$ cat config.mk
export PLATFORM = sky130hd
export DESIGN_NAME = rscr_regs
export DESIGN_NICKNAME = d
export VERILOG_FILES = /design/src/hw/rscr_regs.v
export VERILOG_INCLUDE_DIRS = /design/src /design/src/hw
export SDC_FILE = /design/constraint.sdc
export NUM_CORES = 1
export LEC_CHECK = 0
export BUFFER_PORTS_ARGS = -buffer_cell sky130_fd_sc_hd__buf_2
export CAP_MARGIN = 40
export CELL_PAD_IN_SITES_DETAIL_PLACEMENT = 0
export CELL_PAD_IN_SITES_GLOBAL_PLACEMENT = 1
export CORE_ASPECT_RATIO = 1.2
export CORE_MARGIN = 2
export CORE_UTILIZATION = 36
export CTS_CLUSTER_SIZE = 8
export DETAILED_ROUTE_END_ITERATION = 6
export GPL_ROUTABILITY_DRIVEN = 0
export PLACE_DENSITY_LB_ADDON = 0.3
export SKIP_LAST_GASP = 1
export SLEW_MARGIN = 20
export SYNTH_ARGS = -nofsm -noshare
export SYNTH_HDL_FRONTEND = slang
export SYNTH_SLANG_ARGS = --single-unit
$ cat constraint.sdc
create_clock -name clk_sys_i -period 3 [get_ports clk_sys_i]
set_clock_uncertainty 0.15 [all_clocks]
set_input_delay 0.15 -clock clk_sys_i [delete_from_list [all_inputs] [get_ports clk_sys_i]]
set_output_delay 0.15 -clock clk_sys_i [all_outputs]
set_load 0.01 [all_outputs]
$ cat src/hw/rscr_defines.vh
// Register offsets, field positions, reset values and codes of the regulator register bank.
`ifndef RSCR_DEFINES_VH
`define RSCR_DEFINES_VH
`define RSCR_ADDR_STATUS_BYTE 8'h78
`define RSCR_ADDR_STATUS_WORD 8'h79
`define RSCR_ADDR_VOUT_CMD 8'h21
`define RSCR_ADDR_VOUT_STATUS 8'h7A
`define RSCR_ADDR_IOUT_STATUS 8'h7B
`define RSCR_ADDR_INPUT_STATUS 8'h7C
`define RSCR_ADDR_THERM_STATUS 8'h7D
`define RSCR_ADDR_COMM_STATUS 8'h7E
`define RSCR_ADDR_LOCK 8'hC4
`define RSCR_ADDR_RETRY 8'hC5
`define RSCR_ADDR_START_RAMP 8'hC6
`define RSCR_ADDR_STOP_RAMP 8'hC7
`define RSCR_ADDR_TRANS_RAMP 8'hC8
`define RSCR_ADDR_DISCHARGE 8'hC9
`define RSCR_ADDR_SPREAD 8'hCA
`define RSCR_ADDR_FREQ 8'hCB
`define RSCR_ADDR_LOOP 8'hCC
`define RSCR_ADDR_PROTECT 8'hCE
`define RSCR_LOCK_CODE 8'h5A
`define RSCR_LOCK_CLEAR 8'h00
`define RSCR_RST_LOCK 8'h00
`define RSCR_RST_RETRY 2'h1
`define RSCR_RST_RAMP 2'h0
`define RSCR_RST_DISCHARGE 2'h0
`define RSCR_RST_SPREAD 1'h1
`define RSCR_RST_PHASE 1'h1
`define RSCR_RST_FREQ 2'h0
`define RSCR_RST_LOOP 10'h000
`define RSCR_RST_OVP_EN 1'h1
`define RSCR_RST_OCP_SEL 2'h3
`define RSCR_RST_VOUT_CMD 8'h7F
`define RSCR_BIT_POWER_LOW 11
`define RSCR_BIT_VOUT_OV 7
`define RSCR_BIT_VOUT_UV 4
`define RSCR_BIT_VOUT_LIMIT 3
`define RSCR_BIT_IOUT_OC 7
`define RSCR_BIT_VIN_OV 7
`define RSCR_BIT_OT_FAULT 7
`define RSCR_BIT_OT_WARN 6
`define RSCR_BIT_BAD_CMD 7
`define RSCR_BIT_BAD_DATA 6
`define RSCR_BIT_PEC 5
`define RSCR_BIT_MEM_CRC 4
`endif

$ cat src/hw/rscr_regs.v
// Status and configuration register bank of a step-down regulator.
//
// Operation
// - Word bit 11 shows power good low
// - Word low byte equals status byte
// - Status flags clear on write one
// - Output voltage status: bit7 overvoltage, bit4 undervoltage
// - Bit3 set on out-of-limit target write
// - Current status bit7 on overcurrent fault
// - Input status bit7 on input overvoltage
// - Thermal status: bit7 fault, bit6 warning
// - Comm status bits 7..4 for errors
// - Lock code blocks most register writes
// - Lock cleared by zero; others invalid
// - Hiccup interval field, default 01
// - Startup ramp field, default 00
// - Shutdown ramp field, default 00
// - Transition ramp field, default 00
// - Soft stop bit1, discharge bit0, off
// - Spread spectrum enable bit0, default on
// - Sync phase bit2, default one
// - Switching frequency bits 1:0, default 00
// - Loop network codes; bad capacitor invalid
// - Input overvoltage protect bit4, default on
// - Overcurrent retry select, default 11
// - Out-of-range target clamps to limit
`timescale 1ns/1ps
`default_nettype none
`include "rscr_defines.vh"

module rscr_regs (
	input wire clk_sys_i,
	input wire rstn_i,
	input wire wr_en_i,
	input wire [7:0] wr_addr_i,
	input wire [15:0] wr_data_i,
	input wire [7:0] rd_addr_i,
	output reg [15:0] rd_data_o,
	input wire [7:0] status_byte_i,
	input wire power_ok_low_flag_i,
	input wire [3:0] status_word_hi_i,
	input wire output_overvoltage_flag_i,
	input wire output_undervoltage_flag_i,
	input wire output_overcurrent_flag_i,
	input wire input_overvoltage_flag_i,
	input wire overheat_fault_flag_i,
	input wire overheat_warning_flag_i,
	input wire bad_command_flag_i,
	input wire bad_data_flag_i,
	input wire packet_check_failure_flag_i,
	input wire memory_crc_flag_i,
	input wire [7:0] vout_max_i,
	input wire [7:0] vout_min_i,
	output reg [7:0] vout_target_o,
	output wire write_locked_o,
	output reg [1:0] retry_interval_o,
	output reg [1:0] startup_ramp_rate_o,
	output reg [1:0] shutdown_ramp_rate_o,
	output reg [1:0] transition_ramp_rate_o,
	output reg soft_stop_enable_o,
	output reg discharge_enable_o,
	output reg spread_spectrum_enable_o,
	output reg sync_out_phase_sel_o,
	output reg [1:0] switching_freq_o,
	output reg [2:0] comp_capacitor_code_o,
	output reg [2:0] pole_capacitor_code_o,
	output reg [3:0] comp_resistor_code_o,
	output reg input_overvoltage_protect_enable_o,
	output reg [1:0] overcurrent_retry_select_o
);

	// ==========================================================
	// Write qualification
	reg [7:0] lock_reg;
	wire vout_ov_flag;
	wire vout_uv_flag;
	wire vout_limit_flag;
	wire iout_oc_flag;
	wire vin_ov_flag;
	wire ot_fault_flag;
	wire ot_warn_flag;
	wire bad_cmd_flag;
	wire bad_data_flag;
	wire pec_flag;
	wire mem_crc_flag;
	wire clr_vout;
	wire clr_iout;
	wire clr_vin;
	wire clr_therm;
	wire clr_comm;
	wire [7:0] wd;
	wire locked;
	wire wr_ok;
	wire lock_wr;
	wire lock_bad;
	wire loop_bad;
	wire tgt_hi;
	wire tgt_lo;
	wire vtgt_wr;

	assign wd = wr_data_i[7:0];
	assign locked = (lock_reg == `RSCR_LOCK_CODE);
	assign write_locked_o = locked;
	// Lock register and status registers stay writable while locked.
	assign wr_ok = wr_en_i & (~locked | (wr_addr_i == `RSCR_ADDR_LOCK) |
		((wr_addr_i >= `RSCR_ADDR_VOUT_STATUS) && (wr_addr_i <= `RSCR_ADDR_COMM_STATUS)));
	assign lock_wr = wr_en_i & (wr_addr_i == `RSCR_ADDR_LOCK);
	assign lock_bad = lock_wr & (wd != `RSCR_LOCK_CODE) & (wd != `RSCR_LOCK_CLEAR);
	assign loop_bad = wr_ok & (wr_addr_i == `RSCR_ADDR_LOOP) &
		((wr_data_i[9:7] == 3'h5) | (wr_data_i[9:7] == 3'h7));
	assign vtgt_wr = wr_ok & (wr_addr_i == `RSCR_ADDR_VOUT_CMD);
	assign tgt_hi = wd > vout_max_i;
	assign tgt_lo = wd < vout_min_i;

	// ==========================================================
	// Status register write decode for write-one clears
	assign clr_vout = wr_en_i & (wr_addr_i == `RSCR_ADDR_VOUT_STATUS);
	assign clr_iout = wr_en_i & (wr_addr_i == `RSCR_ADDR_IOUT_STATUS);
	assign clr_vin = wr_en_i & (wr_addr_i == `RSCR_ADDR_INPUT_STATUS);
	assign clr_therm = wr_en_i & (wr_addr_i == `RSCR_ADDR_THERM_STATUS);
	assign clr_comm = wr_en_i & (wr_addr_i == `RSCR_ADDR_COMM_STATUS);

	// ==========================================================
	// Sticky status flags, set wins over clear
	rscr_sticky_flag vout_ov_inst (
		.clk_sys_i(clk_sys_i),
		.rstn_i(rstn_i),
		.set_i(output_overvoltage_flag_i),
		.clear_i(clr_vout & wd[`RSCR_BIT_VOUT_OV]),
		.flag_o(vout_ov_flag)
	);

	rscr_sticky_flag vout_uv_inst (
		.clk_sys_i(clk_sys_i),
		.rstn_i(rstn_i),
		.set_i(output_undervoltage_flag_i),
		.clear_i(clr_vout & wd[`RSCR_BIT_VOUT_UV]),
		.flag_o(vout_uv_flag)
	);

	rscr_sticky_flag vout_limit_inst (
		.clk_sys_i(clk_sys_i),
		.rstn_i(rstn_i),
		.set_i(vtgt_wr & (tgt_hi | tgt_lo)),
		.clear_i(clr_vout & wd[`RSCR_BIT_VOUT_LIMIT]),
		.flag_o(vout_limit_flag)
	);

	rscr_sticky_flag iout_oc_inst (
		.clk_sys_i(clk_sys_i),
		.rstn_i(rstn_i),
		.set_i(output_overcurrent_flag_i),
		.clear_i(clr_iout & wd[`RSCR_BIT_IOUT_OC]),
		.flag_o(iout_oc_flag)
	);

	rscr_sticky_flag vin_ov_inst (
		.clk_sys_i(clk_sys_i),
		.rstn_i(rstn_i),
		.set_i(input_overvoltage_flag_i),
		.clear_i(clr_vin & wd[`RSCR_BIT_VIN_OV]),
		.flag_o(vin_ov_flag)
	);

	rscr_sticky_flag ot_fault_inst (
		.clk_sys_i(clk_sys_i),
		.rstn_i(rstn_i),
		.set_i(overheat_fault_flag_i),
		.clear_i(clr_therm & wd[`RSCR_BIT_OT_FAULT]),
		.flag_o(ot_fault_flag)
	);

	rscr_sticky_flag ot_warn_inst (
		.clk_sys_i(clk_sys_i),
		.rstn_i(rstn_i),
		.set_i(overheat_warning_flag_i),
		.clear_i(clr_therm & wd[`RSCR_BIT_OT_WARN]),
		.flag_o(ot_warn_flag)
	);

	rscr_sticky_flag bad_cmd_inst (
		.clk_sys_i(clk_sys_i),
		.rstn_i(rstn_i),
		.set_i(bad_command_flag_i | lock_bad | loop_bad),
		.clear_i(clr_comm & wd[`RSCR_BIT_BAD_CMD]),
		.flag_o(bad_cmd_flag)
	);

	rscr_sticky_flag bad_data_inst (
		.clk_sys_i(clk_sys_i),
		.rstn_i(rstn_i),
		.set_i(bad_data_flag_i),
		.clear_i(clr_comm & wd[`RSCR_BIT_BAD_DATA]),
		.flag_o(bad_data_flag)
	);

	rscr_sticky_flag pec_inst (
		.clk_sys_i(clk_sys_i),
		.rstn_i(rstn_i),
		.set_i(packet_check_failure_flag_i),
		.clear_i(clr_comm & wd[`RSCR_BIT_PEC]),
		.flag_o(pec_flag)
	);

	rscr_sticky_flag mem_crc_inst (
		.clk_sys_i(clk_sys_i),
		.rstn_i(rstn_i),
		.set_i(memory_crc_flag_i),
		.clear_i(clr_comm & wd[`RSCR_BIT_MEM_CRC]),
		.flag_o(mem_crc_flag)
	);

	// ==========================================================
	// Output voltage target with limit clamp
	always @(posedge clk_sys_i) begin
		if (!rstn_i) begin
			vout_target_o <= `RSCR_RST_VOUT_CMD;
		end else if (vtgt_wr) begin
			if (tgt_hi) begin
				vout_target_o <= vout_max_i;
			end else if (tgt_lo) begin
				vout_target_o <= vout_min_i;
			end else begin
				vout_target_o <= wd;
			end
		end
	end

	// ==========================================================
	// Configuration registers
	always @(posedge clk_sys_i) begin
		if (!rstn_i) begin
			lock_reg <= `RSCR_RST_LOCK;
			retry_interval_o <= `RSCR_RST_RETRY;
			startup_ramp_rate_o <= `RSCR_RST_RAMP;
			shutdown_ramp_rate_o <= `RSCR_RST_RAMP;
			transition_ramp_rate_o <= `RSCR_RST_RAMP;
			{soft_stop_enable_o, discharge_enable_o} <= `RSCR_RST_DISCHARGE;
			spread_spectrum_enable_o <= `RSCR_RST_SPREAD;
			sync_out_phase_sel_o <= `RSCR_RST_PHASE;
			switching_freq_o <= `RSCR_RST_FREQ;
			{comp_capacitor_code_o, pole_capacitor_code_o, comp_resistor_code_o} <= `RSCR_RST_LOOP;
			input_overvoltage_protect_enable_o <= `RSCR_RST_OVP_EN;
			overcurrent_retry_select_o <= `RSCR_RST_OCP_SEL;
		end else begin
			if (lock_wr && !lock_bad) begin
				lock_reg <= wd;
			end
			if (wr_ok) begin
				case (wr_addr_i)
					`RSCR_ADDR_RETRY: retry_interval_o <= wd[1:0];
					`RSCR_ADDR_START_RAMP: startup_ramp_rate_o <= wd[1:0];
					`RSCR_ADDR_STOP_RAMP: shutdown_ramp_rate_o <= wd[1:0];
					`RSCR_ADDR_TRANS_RAMP: transition_ramp_rate_o <= wd[1:0];
					`RSCR_ADDR_DISCHARGE: {soft_stop_enable_o, discharge_enable_o} <= wd[1:0];
					`RSCR_ADDR_SPREAD: spread_spectrum_enable_o <= wd[0];
					`RSCR_ADDR_FREQ: begin
						sync_out_phase_sel_o <= wd[2];
						switching_freq_o <= wd[1:0];
					end
					`RSCR_ADDR_LOOP: begin
						if (!loop_bad) begin
							comp_capacitor_code_o <= wr_data_i[9:7];
							pole_capacitor_code_o <= wr_data_i[6:4];
							comp_resistor_code_o <= wr_data_i[3:0];
						end
					end
					`RSCR_ADDR_PROTECT: begin
						input_overvoltage_protect_enable_o <= wd[4];
						overcurrent_retry_select_o <= wd[3:2];
					end
					default: begin
					end
				endcase
			end
		end
	end

	// ==========================================================
	// Read multiplexer, registered, reserved bits zero
	reg [15:0] rd_next;
	always @* begin
		rd_next = 16'h0000;
		case (rd_addr_i)
			`RSCR_ADDR_STATUS_BYTE: rd_next = {8'h00, status_byte_i};
			`RSCR_ADDR_STATUS_WORD: rd_next = {status_word_hi_i, power_ok_low_flag_i, 3'h0,
				status_byte_i};
			`RSCR_ADDR_VOUT_CMD: rd_next = {8'h00, vout_target_o};
			`RSCR_ADDR_VOUT_STATUS: rd_next = {8'h00, vout_ov_flag, 2'h0, vout_uv_flag,
				vout_limit_flag, 3'h0};
			`RSCR_ADDR_IOUT_STATUS: rd_next = {8'h00, iout_oc_flag, 7'h00};
			`RSCR_ADDR_INPUT_STATUS: rd_next = {8'h00, vin_ov_flag, 7'h00};
			`RSCR_ADDR_THERM_STATUS: rd_next = {8'h00, ot_fault_flag, ot_warn_flag, 6'h00};
			`RSCR_ADDR_COMM_STATUS: rd_next = {8'h00, bad_cmd_flag, bad_data_flag, pec_flag,
				mem_crc_flag, 4'h0};
			`RSCR_ADDR_LOCK: rd_next = {8'h00, lock_reg};
			`RSCR_ADDR_RETRY: rd_next = {14'h0000, retry_interval_o};
			`RSCR_ADDR_START_RAMP: rd_next = {14'h0000, startup_ramp_rate_o};
			`RSCR_ADDR_STOP_RAMP: rd_next = {14'h0000, shutdown_ramp_rate_o};
			`RSCR_ADDR_TRANS_RAMP: rd_next = {14'h0000, transition_ramp_rate_o};
			`RSCR_ADDR_DISCHARGE: rd_next = {14'h0000, soft_stop_enable_o, discharge_enable_o};
			`RSCR_ADDR_SPREAD: rd_next = {15'h0000, spread_spectrum_enable_o};
			`RSCR_ADDR_FREQ: rd_next = {13'h0000, sync_out_phase_sel_o, switching_freq_o};
			`RSCR_ADDR_LOOP: rd_next = {6'h00, comp_capacitor_code_o, pole_capacitor_code_o,
				comp_resistor_code_o};
			`RSCR_ADDR_PROTECT: rd_next = {11'h000, input_overvoltage_protect_enable_o,
				overcurrent_retry_select_o, 2'h0};
			default: rd_next = 16'h0000;
		endcase
	end

	always @(posedge clk_sys_i) begin
		if (!rstn_i) begin
			rd_data_o <= 16'h0000;
		end else begin
			rd_data_o <= rd_next;
		end
	end

endmodule

// ==========================================================
// Sticky event flag, an event in the clear cycle keeps it set.
module rscr_sticky_flag (
	input wire clk_sys_i,
	input wire rstn_i,
	input wire set_i,
	input wire clear_i,
	output reg flag_o
);

	always @(posedge clk_sys_i) begin
		if (!rstn_i) begin
			flag_o <= 1'b0;
		end else if (set_i) begin
			flag_o <= 1'b1;
		end else if (clear_i) begin
			flag_o <= 1'b0;
		end
	end

endmodule

`default_nettype wire

==> flow_metrics.tcl, run 1 <==
set metrics [dict create \
    largest_reg_flops 15 \
    drive_above_1_share 0.2789 \
    reg2reg_slack_ns 0.53 \
    met3_usage 0.04029 \
    combPwrFrac 0.121 \
    nFillCells 994 \
    critical-path-top-delay-family "compound AO/OA/AOI/OAI gates" \
    hold_viol 0 \
    root_buffer "clkbuf_16" \
    fp.dieH_um 114.0 \
    fmax_mhz 387.1 \
    synth_cell_types 57 \
    nNetsFinal 655 \
    clkPwrFrac 0.481 \
    synth_ff_type "dfxtp_1" \
    reg2reg_depth 7 \
    grt_pass1_vias 3597 \
    rr_endpoint "pole_capacitor_code_o[2]$_SDFFE_PN0P_" \
    htree_levels 3 \
    outcome "completed" \
    critPathCaptureType "flip-flop" \
    cp_max_fo 9 \
    final_util 0.4996 \
    ctsResizeCount 0 \
    holdPathEnd "vout_target_o[7]$_SDFFE_PN0P_" \
    vias 3664 \
    relSlewSlack 0.4141 \
    cts.sinks 69 \
    initial_core_util 0.3662 \
    postCtsSetupRepairBufs 0 \
    first_pass_iters 4 \
    ir_drop_v 0.0003165 \
    p_switching_uw 542.3 \
    arrival_ns 2.65 \
    synth_area_um2 3628 \
    drv_slew 0 \
    max_stage_delay_ns 0.55 \
    yosys_warnings 0 \
    gr-usage-met2 0.3860 \
    syn_avg_cell_area_um2 8.639 \
    swShare 0.2313 \
    pre_cts_slack_ns 0.4559 \
    syn_nets 509 \
    crit_required_ns 3.06 \
    synth_edf_count 0 \
    start_kind "input port" \
    period_share 0.8610 \
    tightestPinTransition_ns 0.8714 \
    critPathSlowestCell "a221oi_4" \
    ios 126 \
    worstHoldStart "vout_max_i[7]" \
    path_buf_inv 2 \
    cts_buffer_depth 2 \
    leakagePower_uw 0.002338 \
    clkTransAtPathRegs_ns 0.05 \
    cts_tree "yes" \
    viasPerCell 5.264 \
    seq_power_share 0.398 \
    drv_cap 0 \
    worst_hold_slack_ns 0.02089 \
    diodes 0 \
    powerDensity_nw_per_um2 473.4 \
    num_rows 40 \
    numCtsBuffers 9 \
    area_delta_synth_final_pct 36.45 \
    grt_usage 0.2208 \
    wire_per_inst_um 16.78 \
    hold_depth 3 \
    busiest_layer "met2" \
    core_area_um2 9910 \
    min_path_type "in2reg" \
    setup_violations 0 \
    rr_startpoint "lock_reg[5]$_SDFFE_PN0P_" \
    seq_area_frac_synth 0.3807 \
    ant_nets 0 \
    numPortBuffers 118 \
    wirelength_um 11680 \
    yosys_register_bits 69 \
    antenna_found_initial 0 \
    drt-initial-drc-count 165 \
    async_flop_share 0 \
    worst_slack_ns 0.4169 \
    grt_pass1_wl_um 18260 \
    overflow 0 \
    dieWidth_um 95.65 \
    p_int_uw 1802 \
    power_uw 2344 \
    tns_ns 0 \
    period_minus_slack_ns 2.583 \
    grt_max_degree 38 \
    path_cells "dlygate4sd3_1 -> buf_2 -> ha_1 -> a2111o_1 -> a221oi_4 -> mux2_2 -> mux2i_1 -> o21ai_0" \
    hpwlAfterDp_um 8824 \
    clk_latency_ns 0.33 \
    drc_errors 0 \
    grt_use_met1 0.2645 \
    rsz0062_at_grt "false" \
    syn_inst 420 \
    crit_type "in2reg" \
    dieArea_um2 10900 \
]
[timing repair]
item | 4_1_cts | 5_1_grt
setup endpoints to repair | 0 | 0
hold buffers | 28 | 0
hold endpoints to repair | 29 | 0
[logic make-up (layout without fill, tap and decap cells)]
logic type / Yosys count / after routing / synth area share
flip-flops: 69 / 69 / 0.3807
adder cells (fa/ha/maj): 15 / 15 / 0.05172
buffers and inverters: 46 / 196 / 0.05103
other: 1 / 1 / 0.001033
AND/OR/NAND/NOR: 154 / 154 / 0.2224
AO/OA/AOI/OAI: 95 / 95 / 0.1735
multiplexers: 40 / 40 / 0.1197
[tightest hold or removal path: cells and delay by family]
family                 cells  cell delay, ns
and+or+nand+nor            1            0.12
AOI/OAI and AO/OA          1            0.07
buffers and inverters      1            0.11
[synth_stat cells, drive strengths merged, types with 2 or more instances]
master	count	area share
a21boi	3	0.0062
a21oi	31	0.043
a221oi	6	0.019
a22oi	8	0.017
a31oi	6	0.010
and2	9	0.016
and3	6	0.010
and3b	2	0.0048
and4	2	0.0048
buf	3	0.0062
clkbuf	17	0.018
dfxtp	69	0.38
ha	15	0.052
inv	26	0.027
mux2	7	0.022
mux2i	31	0.086
mux4	2	0.012
nand2	33	0.034
nand2b	3	0.0072
nand3	19	0.026
nand4	13	0.022
nand4b	2	0.0048
nor2	34	0.035
nor2b	11	0.019
nor3	7	0.0097
nor3b	4	0.0083
nor4	2	0.0034
o211ai	3	0.0062
o21a	3	0.0062
o21ai	20	0.028
o31ai	2	0.0041
o41ai	2	0.0069
or4	4	0.0086
[metrics by stage]
| stage | instance area (um^2) | cells |
|---|---|---|
| after floorplan | 3628 | 420 |
| after global placement | 4357 | 653 |
| after detailed placement | 4357 | 653 |
| after CTS | 4951 | 696 |
| after global routing | 4951 | 696 |
| final | 4951 | 696 |
[area by class of cell]
| cell class | instances | area (um^2) | share of cell area |
|---|---|---|---|
| timing repair buffer | 155 | 938.4 | 0.1895 |
| multi-input combinational | 305 | 2062 | 0.4165 |
| clock buffer | 10 | 239.0 | 0.04827 |
| sequential | 69 | 1381 | 0.2790 |
| tap | 126 | 157.7 | 0.03184 |
| inverter | 26 | 97.59 | 0.01971 |
| clock inverter | 5 | 75.07 | 0.01516 |
[worst max-delay path by stage]
stage / from / endpoint / slack (ns) / cells past startpoint
2_1_floorplan: vout_min_i[1] / vout_target_o[0]$_SDFFE_PN1P_ / 0.88 / 7
3_3_place_gp: wr_data_i[1] / vout_target_o[2]$_SDFFE_PN1P_ / 0.49 / 7
3_5_place_dp: wr_data_i[1] / vout_target_o[2]$_SDFFE_PN1P_ / 0.46 / 7
4_1_cts: wr_data_i[2] / vout_target_o[2]$_SDFFE_PN1P_ / 0.41 / 8
5_1_grt: wr_data_i[2] / vout_target_o[2]$_SDFFE_PN1P_ / 0.24 / 8
6_report: wr_data_i[2] / vout_target_o[2]$_SDFFE_PN1P_ / 0.42 / 8
[cells in the final DEF (no fill, tap or decap), drive strengths merged, types with 7 or more instances in the layout]
| cell type | n |
|---|---|
| nand2 | 33 |
| clkbuf | 10 |
| nand4 | 13 |
| a22oi | 8 |
| inv | 26 |
| mux2 | 7 |
| nor2b | 11 |
| and2 | 9 |
| dfxtp | 69 |
| nor3 | 7 |
| dlygate4sd3 | 28 |
| nor2 | 34 |
| buf | 127 |
| nand3 | 19 |
| ha | 15 |
| a21oi | 31 |
| o21ai | 20 |
| mux2i | 31 |
[layer usage]
metal  wire length (um)  vias to the layer above  part of all wire
li1                   -                     1823                 -
met3                649                       16             0.056
met5                  0                        -                 0
met1               4932                     1706              0.42
met4                239                        0             0.020
met2               5859                      119              0.50
[power by group through the flow]
stage / logic, uW / registers [uW] / clock network, uW
floorplan: 151 / 952 / 0
CTS: 285 / 933 / 1150
detailed placement: 256 / 953 / 0
finish: 283 / 933 / 1130
global route: 314 / 934 / 1190
global placement: 251 / 952 / 0
Power figures use the tool's default switching activity.
==> run 2: changes to the inputs <==
CELL_PAD_IN_SITES_DETAIL_PLACEMENT = 1   (was 0)
==> flow_metrics.tcl, run 2 (same netlist as run 1, synthesis figures left out) <==
set metrics [dict create \
    outcome "finished with violations" \
    failed_checks "hold timing" \
    initial_core_util 0.3662 \
    cp-endpoint "comp_resistor_code_o[3]$_SDFFE_PN0P_" \
    grt_pass1_wl_um 20030 \
    crit_required_ns 3.05 \
    hold_viol 1 \
    rr_endpoint "comp_resistor_code_o[3]$_SDFFE_PN0P_" \
    fp.dieH_um 114.0 \
    rr_startpoint "lock_reg[5]$_SDFFE_PN0P_" \
    leakagePower_uw 0.002321 \
    numCtsBuffers 9 \
    arrival_ns 2.65 \
    cp_max_fo 8 \
    wire_per_inst_um 18.59 \
    cts_tree "yes" \
    wirelength_um 12870 \
    overflow 0 \
    numPortBuffers 118 \
    dieWidth_um 95.65 \
    first_pass_iters 4 \
    regArea_um2 1381 \
    powerDensity_nw_per_um2 479.8 \
    tightestPinTransition_ns 0.7495 \
    viasPerCell 5.473 \
    path_cells "nand4b_1 -> o41ai_1 -> o21ai_0 -> nand4_1 -> buf_4 -> mux2i_1 -> nor2_1" \
    ctsResizeCount 0 \
    power_uw 2354 \
    ios 126 \
    cts.sinks 69 \
    grt_pass1_vias 3955 \
    crit_type "reg2reg" \
    root_buffer "clkbuf_16" \
    critPathSlowestCell "o41ai_1" \
    area_delta_synth_final_pct 35.21 \
    hpwlAfterDp_um 9699 \
    diodes 0 \
    worstHoldStart "vout_max_i[1]" \
    reg2reg_depth 7 \
    num_rows 40 \
    critPathCaptureType "flip-flop" \
    drive_above_1_share 0.2827 \
    clkTransAtPathRegs_ns 0.06 \
    multi_input_area_um2 2062 \
    fmax_mhz 384.5 \
    ant_nets 0 \
    tns_ns 0 \
    rsz0062_at_grt "false" \
    cts_hold_buf 23 \
    drt-initial-drc-count 192 \
    cp-startpoint "lock_reg[5]$_SDFFE_PN0P_" \
    layout_common_cells "buf_2, dfxtp_1, nor2_1, nand2_1" \
    antenna_found_initial 0 \
    vias 3787 \
    setup_violations 0 \
    dieArea_um2 10900 \
    grt_max_degree 38 \
    period_share 0.8669 \
    worst_hold_slack_ns -0.0007277 \
    largest_reg_flops 15 \
    reg2reg_slack_ns 0.40 \
    nFillCells 1214 \
    drc_errors 0 \
    max_stage_delay_ns 0.62 \
    core_area_um2 9910 \
    layout_commonest_cell "buf_2" \
    drv_slew 0 \
    period_minus_slack_ns 2.601 \
    nNetsFinal 651 \
    clk_latency_ns 0.33 \
    start_kind "flip-flop" \
    htree_levels 3 \
    cts_buffer_depth 2 \
    relSlewSlack 0.4965 \
    drv_cap 0 \
    postCtsSetupRepairBufs 0 \
    grt_usage 0.2421 \
    ir_drop_v 0.0002123 \
    min_path_type "in2reg" \
]
-- run 2: cell count changes in the layout (fill, tap and decap cells not counted), sizes merged --
| cell | previous run | this run |
|---|---|---|
| dlygate4sd3 | 28 | 23 |
| clkbuf | 10 | 11 |
-- run 2: worst min-delay path by stage --
stage / endpoint / slack [ns] / cells past startpoint
final: vout_target_o[1]$_SDFFE_PN1P_ / -0.0007 / 3
after global routing: comp_capacitor_code_o[2]$_SDFFE_PN0P_ / 0.03 / 2
after CTS: vout_target_o[1]$_SDFFE_PN1P_ / 0.002 / 3
after detailed placement: rd_data_o[14]$_SDFF_PN0_ / 0.21 / 2
after global placement: rd_data_o[14]$_SDFF_PN0_ / 0.20 / 2
after floorplan: bad_data_inst.flag_o$_SDFFE_PN0P_ / 0.12 / 2
-- run 2: through the flow --
stage / utilization / instance area, um^2 / instances / worst slack, ns / hold slack (ns)
after detailed placement: 0.4396 / 4357 / 653 / 0.3917 / 0.2111
after global routing: 0.4951 / 4906 / 692 / 0.3485 / 0.03205
after global placement: 0.4396 / 4357 / 653 / 0.4858 / 0.2047
after CTS: 0.4946 / 4901 / 691 / 0.4493 / 0.002203
final: 0.4951 / 4906 / 692 / 0.3994 / -0.0007277
after floorplan: - / 3628 / 420 / 0.8845 / 0.1174
-- run 2: area by class of cell --
type,instances,area share
Sequential cell,69,0.2816
Timing Repair Buffer,151,0.1821
Clock inverter,5,0.01530
Multi-Input combinational cell,305,0.4203
Inverter,26,0.01989
Tap cell,126,0.03213
Clock buffer,10,0.04871
-- run 2: worst max-delay path, delay by kind of cell (launching register included) --
| family | cells | cell delay (ns) |
|---|---|---|
| compound gates | 2 | 1.00 |
| simple gates | 3 | 0.51 |
| flops | 1 | 0.33 |
| buf+inv | 1 | 0.25 |
| mux | 1 | 0.23 |
-- run 2: power by group --
part | switching [uW] | total (uW) | internal [uW]
combinational | 156 | 286 | 130
sequential | 5.56 | 933 | 927
clock | 394 | 1130 | 741
-- run 2: metal layers --
metal  track usage  routed length [um]  share of wire
met1        0.2770                5208           0.40
met5             0                   0              0
met2        0.4387                6772           0.53
met3       0.04095                 541          0.042
met4       0.09714                 344          0.027
